[src/shared/bst_pkg.sv]
// Constants shared by the backlight standby timer, its panel model and its bench
package bst_pkg;
  // Parameter address map and widths
  localparam int unsigned         ADDR_W           = 12;
  localparam int unsigned         DATA_W           = 16;
  localparam logic [ADDR_W-1:0]   OP_BRIGHT_ADDR   = 12'h024;
  localparam logic [ADDR_W-1:0]   SB_TIMEOUT_ADDR  = 12'h2ea;
  localparam logic [ADDR_W-1:0]   SB_BRIGHT_ADDR   = 12'h2eb;

  // Brightness steps
  localparam int unsigned         LEVEL_W          = 4;
  localparam logic [LEVEL_W-1:0]  LEVEL_MIN        = 4'h0;
  localparam logic [LEVEL_W-1:0]  LEVEL_MAX        = 4'h9;
  localparam logic [LEVEL_W-1:0]  OP_BRIGHT_RST    = 4'h6;
  localparam logic [LEVEL_W-1:0]  SB_BRIGHT_RST    = 4'h0;

  // Inactivity period in seconds
  localparam int unsigned         SEC_W            = 14;
  localparam logic [SEC_W-1:0]    TIMEOUT_MIN      = 14'h003c;
  localparam logic [SEC_W-1:0]    TIMEOUT_MAX      = 14'h270f;
  localparam logic [SEC_W-1:0]    TIMEOUT_RST      = 14'h0384;

  // One-second tick from the 100 MHz clock
  localparam int unsigned         CLK_PERIOD_NS    = 10;
  localparam int unsigned         NS_PER_S         = 1000000000;
  localparam int unsigned         TICK_PERIOD_S    = 1;
  localparam int unsigned         TICK_CYCLES      = TICK_PERIOD_S * (NS_PER_S / CLK_PERIOD_NS);

  // Front-panel buttons
  localparam int unsigned         BUTTONS          = 3;

  typedef enum logic {BST_OPERATE, BST_STANDBY} bst_mode_t;
endpackage

[src/verilog/bst_pin_sync.sv]
// Three-stage pin synchroniser with agreement filter
`timescale 1ns/10ps
module bst_pin_sync (
  input  wire logic ref_clk,
  input  wire logic rst,
  input  wire logic pin,
  output logic      level
);
  logic s1;
  logic s2;
  logic s3;
  logic next_level;

  // A change counts only once the two later stages agree
  always_comb begin
    next_level = level;
    if (s2 == s3) begin
      next_level = s3;
    end
  end

  always_ff @(posedge ref_clk) begin
    if (rst) begin
      s1    <= 1'b0;
      s2    <= 1'b0;
      s3    <= 1'b0;
      level <= 1'b0;
    end else begin
      s1    <= pin;
      s2    <= s1;
      s3    <= s2;
      level <= next_level;
    end
  end
endmodule // bst_pin_sync

[src/verilog/bst_backlight_timer.sv]
// Backlight level control with inactivity standby timer
`timescale 1ns/10ps
module bst_backlight_timer #(
  parameter int unsigned TICK_CYCLES = bst_pkg::TICK_CYCLES
) (
  input  wire logic                         ref_clk,
  input  wire logic                         rst,
  input  wire logic [bst_pkg::BUTTONS-1:0]  btn,
  input  wire logic                         par_wr,
  input  wire logic                         par_rd,
  input  wire logic [bst_pkg::ADDR_W-1:0]   par_addr,
  input  wire logic [bst_pkg::DATA_W-1:0]   par_wdata,
  output logic      [bst_pkg::DATA_W-1:0]   par_rdata,
  output logic                              par_rd_valid,
  output logic                              par_err,
  output logic      [bst_pkg::LEVEL_W-1:0]  backlight_level,
  output logic                              bl_standby
);
  import bst_pkg::*;

  localparam int unsigned TW = (TICK_CYCLES > 2) ? $clog2(TICK_CYCLES) : 1;
  localparam logic [TW-1:0] TICK_LAST = TW'(TICK_CYCLES - 1);

  logic [BUTTONS-1:0] btn_lvl;
  logic [BUTTONS-1:0] btn_q;
  logic               press;

  logic [TW-1:0]      tick_cnt;
  logic               tick;
  logic [SEC_W-1:0]   idle_sec;
  bst_mode_t          mode;
  logic [LEVEL_W-1:0] op_bright;
  logic [LEVEL_W-1:0] sb_bright;
  logic [SEC_W-1:0]   timeout;

  logic [TW-1:0]      next_tick_cnt;
  logic               next_tick;
  logic [SEC_W-1:0]   next_idle_sec;
  bst_mode_t          next_mode;
  logic [LEVEL_W-1:0] next_op_bright;
  logic [LEVEL_W-1:0] next_sb_bright;
  logic [SEC_W-1:0]   next_timeout;
  logic [LEVEL_W-1:0] next_level;
  logic [DATA_W-1:0]  next_rdata;
  logic               next_rd_valid;
  logic               next_err;
  logic               bright_ok;
  logic               timeout_ok;
  logic               expire;

  for (genvar i = 0; i < BUTTONS; i++) begin : g_btn
    bst_pin_sync u_sync (
      .ref_clk (ref_clk),
      .rst     (rst),
      .pin     (btn[i]),
      .level   (btn_lvl[i])
    );
  end

  // Only a fresh push counts, so a held button does not pin the timer
  assign press = |(btn_lvl & ~btn_q);

  always_comb begin
    next_tick_cnt  = tick_cnt + TW'(1);
    next_tick      = 1'b0;
    next_idle_sec  = idle_sec;
    next_mode      = mode;
    next_op_bright = op_bright;
    next_sb_bright = sb_bright;
    next_timeout   = timeout;
    next_rdata     = par_rdata;
    next_rd_valid  = 1'b0;
    next_err       = 1'b0;
    bright_ok      = par_wdata <= DATA_W'(LEVEL_MAX);
    timeout_ok     = (par_wdata >= DATA_W'(TIMEOUT_MIN)) && (par_wdata <= DATA_W'(TIMEOUT_MAX));
    expire         = tick && ((idle_sec + SEC_W'(1)) >= timeout);

    // Free-running one-second tick
    if (tick_cnt == TICK_LAST) begin
      next_tick_cnt = '0;
      next_tick     = 1'b1;
    end

    // Out-of-range writes are refused and leave the setting unchanged
    if (par_wr) begin
      case (par_addr)
        OP_BRIGHT_ADDR: begin
          if (bright_ok) next_op_bright = par_wdata[LEVEL_W-1:0];
          else next_err = 1'b1;
        end
        SB_BRIGHT_ADDR: begin
          if (bright_ok) next_sb_bright = par_wdata[LEVEL_W-1:0];
          else next_err = 1'b1;
        end
        SB_TIMEOUT_ADDR: begin
          if (timeout_ok) next_timeout = par_wdata[SEC_W-1:0];
          else next_err = 1'b1;
        end
        default: next_err = 1'b1;
      endcase
    end else if (par_rd) begin
      next_rd_valid = 1'b1;
      case (par_addr)
        OP_BRIGHT_ADDR:  next_rdata = DATA_W'(op_bright);
        SB_BRIGHT_ADDR:  next_rdata = DATA_W'(sb_bright);
        SB_TIMEOUT_ADDR: next_rdata = DATA_W'(timeout);
        default: begin
          next_rdata = '0;
          next_err   = 1'b1;
        end
      endcase
    end

    case (mode)
      BST_OPERATE: begin
        // A push in the same cycle as expiry wins, so the panel never blinks to standby
        if (press) begin
          next_idle_sec = '0;
        end else if (expire) begin
          next_mode = BST_STANDBY;
        end else if (tick) begin
          next_idle_sec = idle_sec + SEC_W'(1);
        end
      end
      BST_STANDBY: begin
        // Count stops in standby; only a push leaves it
        if (press) begin
          next_mode     = BST_OPERATE;
          next_idle_sec = '0;
        end
      end
      default: next_mode = BST_OPERATE;
    endcase

    // Level follows the next settings so the output never lags a write
    next_level = (next_mode == BST_STANDBY) ? next_sb_bright : next_op_bright;
  end

  always_ff @(posedge ref_clk) begin
    if (rst) begin
      btn_q           <= '0;
      tick_cnt        <= '0;
      tick            <= 1'b0;
      idle_sec        <= '0;
      mode            <= BST_OPERATE;
      op_bright       <= OP_BRIGHT_RST;
      sb_bright       <= SB_BRIGHT_RST;
      timeout         <= TIMEOUT_RST;
      backlight_level <= OP_BRIGHT_RST;
      bl_standby      <= 1'b0;
      par_rdata       <= '0;
      par_rd_valid    <= 1'b0;
      par_err         <= 1'b0;
    end else begin
      btn_q           <= btn_lvl;
      tick_cnt        <= next_tick_cnt;
      tick            <= next_tick;
      idle_sec        <= next_idle_sec;
      mode            <= next_mode;
      op_bright       <= next_op_bright;
      sb_bright       <= next_sb_bright;
      timeout         <= next_timeout;
      backlight_level <= next_level;
      bl_standby      <= (next_mode == BST_STANDBY);
      par_rdata       <= next_rdata;
      par_rd_valid    <= next_rd_valid;
      par_err         <= next_err;
    end
  end
endmodule // bst_backlight_timer

[config.mk]
export PLATFORM = sky130hd
export DESIGN_NAME = bst_backlight_timer
export DESIGN_NICKNAME = d
export VERILOG_FILES = /design/src/shared/bst_pkg.sv /design/src/verilog/bst_pin_sync.sv /design/src/verilog/bst_backlight_timer.sv
export SDC_FILE = /design/constraint.sdc
export NUM_CORES = 1
export LEC_CHECK = 0
export BUFFER_PORTS_ARGS = -buffer_cell sky130_fd_sc_hd__buf_4
export CORE_MARGIN = 2
export CORE_UTILIZATION = 30
export DETAILED_ROUTE_END_ITERATION = 10
export PLACE_DENSITY = 0.53
export SLEW_MARGIN = 5
export SYNTH_ARGS = -nofsm -noshare
export SYNTH_HDL_FRONTEND = slang
export SYNTH_SLANG_ARGS = --single-unit
export TNS_END_PERCENT = 5
[constraint.sdc]
create_clock -name ref_clk -period 4.8 [get_ports ref_clk]
set_input_delay 0.48 -clock ref_clk [delete_from_list [all_inputs] [get_ports ref_clk]]
set_output_delay 0.48 -clock ref_clk [all_outputs]
set_load 0.01 [all_outputs]
Word-level counts from Yosys, hierarchy flattened
Cells that the tools add are included.
{"block": "totals", "reg_bits": 102, "latch_bits": 0, "ram_bits": 0, "mem_bits_ro": 0, "input_bits": 35, "out_inout_bits": 23, "word_cells": 79, "memories": 0}
{"block": "op_classes", "add_sub_neg": 2, "n_mul": 0, "div_mod_pow": 0, "order_cmp": 4, "eq_ne": 10, "n_shift": 0, "muxes": 25, "n_bitwise": 4, "n_reduce_logical": 10}
{"cell": "14-bit two-way mux", "n": 4}
{"cell": "14-bit case mux with 3 select lines", "n": 1}
{"cell": "4-bit two-way mux", "n": 7}
{"cell": "14-bit case mux with 2 select lines", "n": 1}
{"cell": "27-bit by 1-bit adder with 27-bit output, second input constant", "n": 1}
{"cell": "27-bit equality test, second input constant", "n": 1}
{"cell": "12-bit by 10-bit equality test with 1-bit output, second input constant", "n": 2}
{"cell": "16-bit by 6-bit greater-or-equal comparator with 1-bit output, second input constant", "n": 1}
{"cell": "16-bit by 14-bit <= comparator with 1-bit output, second input constant", "n": 1}
{"cell": "16-bit by 4-bit <= comparator with 1-bit output, second input constant", "n": 1}
{"cell": "14-bit by 1-bit adder with 14-bit output, second input constant", "n": 1}
{"cell": "14-bit greater-or-equal comparator", "n": 1}
{"cell": "12-bit by 6-bit equality test with 1-bit output, second input constant", "n": 1}
{"cell": "1-bit two-way mux", "n": 10}
{"cell": "3-bit inequality test, second input constant", "n": 2}
{"cell": "3-bit AND reduction", "n": 2}
{"cell": "2-bit OR reduction", "n": 3}
{"cell": "3-bit OR reduction", "n": 2}
{"cell": "1-bit case mux with 2 select lines", "n": 2}
{"cell": "3-bit bitwise AND", "n": 1}
{"cell": "1-bit equality test", "n": 3}
{"cell": "3-bit NOT", "n": 1}
{"cell": "1-bit logical AND", "n": 2}
{"cell": "2-bit inequality test, second input constant", "n": 1}
{"cell": "2 further kinds", "n": 3}

Depth between registers and ports, before layout
{"block": "depth", "word_depth": 7, "depth_mapped": 16, "depth_no_buf": 13}

Modules after synthesis
Synthesis repeated with hierarchy kept, for this count alone.
{"block": "unflattened", "hier_cells": 515, "area_unflattened_um2": 4596.9}
{"module": "bst_backlight_timer", "instances": 1, "cells_per_inst": 485, "area_each_um2": 4259.1, "seq_area_each_um2": 1761.7}
{"module": "bst_pin_sync", "instances": 3, "cells_per_inst": 10, "area_each_um2": 112.6, "seq_area_each_um2": 80.1}

Worst setup path after synthesis
Ideal clock, no wire load.
{"block": "synth_path", "kind": "flip-flop to flip-flop", "start": "reg idle_sec[2]", "end": "reg backlight_level[0] (netlist name)", "setup_ns": 0.121, "arrival_time_ns": 2.706, "t_required_ns": 4.679, "setup_slack_ns": 1.973, "path_stages_with_launch": 13, "n_path_buf": 0, "synth_period_minus_slack_ns": 2.827, "path_cell_list": "dfxtp_1 and4_1 and3_1 and3_1 nand3_1 xnor2_1 ha_1 nand4_1 o221ai_1 a21oi_1 a21boi_0 o21ai_1 mux2_2"}
{"block": "synth_via", "elab_chain_cells": 7}
{"element": "from (decl)", "line": "bst_backlight_timer.sv:30", "source": "logic [SEC_W-1:0] idle_sec;"}
{"element": "from (signal assigned)", "line": "bst_backlight_timer.sv:158", "source": "idle_sec <= next_idle_sec;"}
{"element": "14-bit by 1-bit adder with 14-bit output", "line": "bst_backlight_timer.sv:76", "source": "expire = tick && ((idle_sec + SEC_W'(1)) >= timeout);"}
{"element": "14-bit greater-or-equal comparator", "line": "bst_backlight_timer.sv:76"}
{"element": "1-bit logical AND", "line": "bst_backlight_timer.sv:76"}
{"element": "1-bit two-way mux", "line": "bst_backlight_timer.sv:119", "source": "end else if (expire) begin"}
{"element": "1-bit two-way mux", "line": "bst_backlight_timer.sv:117", "source": "if (press) begin"}
{"element": "1-bit case mux with 2 select lines", "line": "bst_backlight_timer.sv:114", "source": "case (mode)"}
{"element": "4-bit two-way mux", "line": "bst_backlight_timer.sv:136", "source": "next_level = (next_mode == BST_STANDBY) ? next_sb_bright : next_op_bright;"}
{"element": "to (signal assigned)", "line": "bst_backlight_timer.sv:163", "source": "backlight_level <= next_level;"}
{"element": "to (decl)", "line": "bst_backlight_timer.sv:16", "source": "output logic [bst_pkg::LEVEL_W-1:0] backlight_level,"}
Every way passes these cells.
A chain may end at the register's enable or synchronous reset.

Final worst setup path
{"block": "layout_path", "start": "reg idle_sec[2]", "end": "reg backlight_level[3] (netlist name)"}
Same word-level chain as after synthesis.

==> results by group <==
Outcome
  • Outcome: complete, no violations

Clock tree
  • Clock latency on the worst-skew pair: 350 ps
  • CTS tree: done
  • CTS clk-pin slew, worst paths: 70 ps
  • Cts hold-fix bufs: 0
  • # clock sinks: 100
  • H-tree lvl count: 3
  • CTS Buffer Depth: 2
  • Post-CTS Resized: 0
  • CTS Buf Count: 9
  • Root Driver: clkbuf_16
  • Setup bufs post-CTS: 0

Global route
  • Initial antenna violation count: 0
  • First-pass GRT wire length: 16000 um
  • All-Layer GR Usage: 12.4%
  • Grt ovf: 0
  • Vias in the first global route: 3387
  • Largest net degree at the start of global routing: 61

Critical path
  • R2r setup slk: 1490 ps
  • Startpoint Class: register
  • Worst R2R Start: idle_sec[2]$_SDFFE_PP0P_
  • Reg2reg path depth: 12
  • Critical Path Source: idle_sec[2]$_SDFFE_PP0P_
  • Critical path arrival: 3550 ps
  • Worst EP required: 5040 ps
  • Nature of the critical path endpoint: register
  • Worst reg2reg endpoint: backlight_level[3]$_SDFF_PP0_
  • Crit Path Max Fanout: 6
  • Critical path class: reg2reg

STA
  • Worst rel slew slack: 42.8%
  • Top achievable clock speed: 0.302 GHz
  • Fin Hold WS: 338 ps
  • Slew Viols, Final: 0
  • Clock period minus final worst setup slack: 3310 ps
  • Setup violators final: 0
  • Final hold vios: 0
  • Clock skew: 7.97 ps
  • RSZ-0062 raised after global routing: no
  • Actual slew at the worst max-slew pin: 857 ps
  • Fin crit share: 68.9%
  • Final setup TNS: 0 ps

Floorplanning
  • Rows: 44
  • Total die area: 0.0160 mm^2
  • Initial Util: 30.9%
  • Die Span Y: 127 um
  • Boundary Pins: 58
  • CORE AREA: 0.0146 mm^2
  • Die X-Extent: 127 um

Drt
  • Wirelength per Cell: 12.8 um
  • DRC: 0
  • Top layer in use: met4
  • DRT Pass-1 Iters: 4
  • Met1 WL: 4420 um
  • Met2 wire length: 4400 um
  • Detail Route Antenna Nets: 0
  • Total Wirelength: 9440 um
  • 1st-iter DRT viols: 192
  • Vias: 3424
  • Met3 WL: 439 um
  • Via/cell ratio: 4.66

Hold path
  • Hold path depth: 2
  • Worst Hold End: g_btn[2].u_sync.s1$_SDFF_PP0_
  • Hold Crit Start: btn[2]
  • Hold Crit Class: in2reg

Finish
  • Diodes inserted: 0
  • NumNets Final: 597
  • Area Overhead vs Synth: 19.2%
  • Final non-filler cell total: 735
  • Share of cells above drive strength 1: 15.2%

Run
  • Max-cap viol count: 0

Synthesis
  • Synthesis-stage register bit count: 100
  • Synth Area per Inst: 8.99 um^2
  • Async SR Flop Fraction: 0%
  • Largest family of logic cells by synthesized area: simple AND/OR/NAND/NOR gates
  • Synth Area in Simple Gates: 24.3%
  • Area share of the largest cell type after synthesis: 44.4%
  • Largest cells by area after synthesis: dfxtp_1, nor2_1, xor2_1
  • EDFF count, synth: 0
  • Post-Synth XOR/XNOR Area: 9.14%
  • Post-synth top flop: dfxtp_1
  • Synth Warn #: 0
  • Synth cell types: 48
  • Post-Synthesis Cells: 501
  • Adder-Cell Fraction of Synth Area: 4.44%
  • Complex-gate fraction of the synthesized area: 7.30%
  • Area leader, netlist: dfxtp_1
  • Sequential area share after synthesis: 44.4%
  • Post-Syn Area: 0.00451 mm^2
  • Post-synthesis mux area share: 5.64%

Power and ir drop
  • Clock share of power: 47.4%
  • Comb pwr share: 4.0%
  • Int Pwr: 1.36 mW
  • P_leak: 2.22 nW
  • Peak VDD IR: 0.161 mV
  • P per Cell Area: 322 mW/mm^2
  • Sw power: 0.371 mW
  • Tot Pwr: 1.73 mW
  • Switching Fraction: 21.4%
  • Sequential share of power: 48.6%

Place
  • Dpl hpwl: 6850 um
  • # placed instances: 719
  • PortBufs: 55
  • GP Congestion: 0.782
worst max-delay path by stage:
stage,to,slack (ps),cells after the start
global placement,idle_sec[9]$_SDFFE_PP0P_,1610,13
CTS,backlight_level[3]$_SDFF_PP0_,1480,12
floorplan,backlight_level[0]$_SDFF_PP0_,1970,12
detailed placement,idle_sec[6]$_SDFFE_PP0P_,1500,13
finish,backlight_level[3]$_SDFF_PP0_,1490,12
global route,idle_sec[9]$_SDFFE_PP0P_,1180,13
cells by family after synthesis:
family / Yosys count
flip-flops: 100
AND/OR/NAND/NOR: 217
XOR/XNOR: 47
multiplexers: 25
other: 1
buffers and inverters: 46
adder cells (fa/ha/maj): 16
AO/OA/AOI/OAI: 49
through the flow:
| stage | utilization, % | instance area, um^2 | setup WS, ps |
|---|---|---|---|
| 2_1_floorplan | - | 4510 | 1970 |
| 3_3_place_gp | 34.5 | 5030 | 1610 |
| 3_5_place_dp | 34.5 | 5030 | 1500 |
| 4_1_cts | 36.8 | 5370 | 1480 |
| 5_1_grt | 36.8 | 5370 | 1180 |
| 6_report | 36.8 | 5370 | 1490 |
Yosys cell counts, types with 11 or more instances:
cell type,n
a21oi_1,12
dfxtp_1,100
ha_1,16
inv_1,24
mux2i_1,22
nand2_1,29
nand3_1,18
nand4_1,11
nor2_1,88
nor2b_1,18
xnor2_1,21
xor2_1,26
power groups by stage:
stage	Combinational (mW)	Clock, mW	Sequential (mW)
after floorplan	0.0321	0	0.861
after global placement	0.0691	0	0.860
after detailed placement	0.0705	0	0.860
after CTS	0.0708	0.848	0.841
after global routing	0.0769	0.881	0.841
final	0.0694	0.822	0.841
area by class of cell:
| cell class | instances | area, um^2 |
|---|---|---|
| Fill cell | 1476 | 9220 |
| Clock buffer | 11 | 253 |
| Multi-Input combinational cell | 356 | 2300 |
| Timing Repair Buffer | 55 | 413 |
| Sequential cell | 100 | 2000 |
| Tap cell | 184 | 230 |
| Clock inverter | 5 | 88.8 |
| Inverter | 24 | 90.1 |
layer usage:
metal,vias to the layer above,GRT usage (%)
li1,1776,-
met1,1581,15.2
met2,54,20.1
met3,13,4.47
met4,0,4.14
met5,-,0
worst max-delay path: stages, from the launching register on:
cell      delay, ps
dfxtp_1         430
and4_1          230
and3_1          230
and3_1          240
nand3_1         110
xnor2_1         200
ha_1            300
nand4_1         130
o221ai_1        140
a21oi_1         150
a21boi_0        130
o21ai_1         500
mux2_2          400
cell usage in the layout, fill, tap and decap left out, drive strengths merged:
cell type | Yosys | final
a211o | 4 | 4
a21boi | 1 | 1
a21o | 1 | 1
a21oi | 12 | 12
a221oi | 4 | 4
a222oi | 1 | 1
a22oi | 10 | 10
a311o | 1 | 1
a311oi | 1 | 1
a32oi | 1 | 1
and2 | 2 | 2
and2b | 2 | 2
and3 | 9 | 9
and4 | 6 | 6
and4b | 1 | 1
buf | 14 | 55
bufinv | 0 | 2
clkbuf | 8 | 11
conb | 1 | 2
dfxtp | 100 | 100
ha | 16 | 16
inv | 24 | 27
mux2 | 3 | 3
mux2i | 22 | 22
nand2 | 29 | 29
nand2b | 10 | 10
nand3 | 20 | 20
nand4 | 12 | 12
nor2 | 90 | 90
nor2b | 18 | 18
nor3 | 8 | 8
nor4 | 6 | 6
o21ai | 11 | 11
o21bai | 1 | 1
o221ai | 1 | 1
or2 | 4 | 4
xnor2 | 21 | 21
xor2 | 26 | 26
state kept, by name, summed over array words and instances (netlist names):
name,flops
backlight_level,4
tick,1
idle_sec,14
g_btn.u_sync.s3,3
mode,1
sb_bright,4
tick_cnt,27
par_rd_valid,1
timeout,14
op_bright,4
par_err,1
g_btn.u_sync.s2,3
btn_q,3
g_btn.u_sync.s1,3
g_btn.u_sync.level,3
par_rdata,14
No activity file was read; power rests on OpenSTA's default activity.
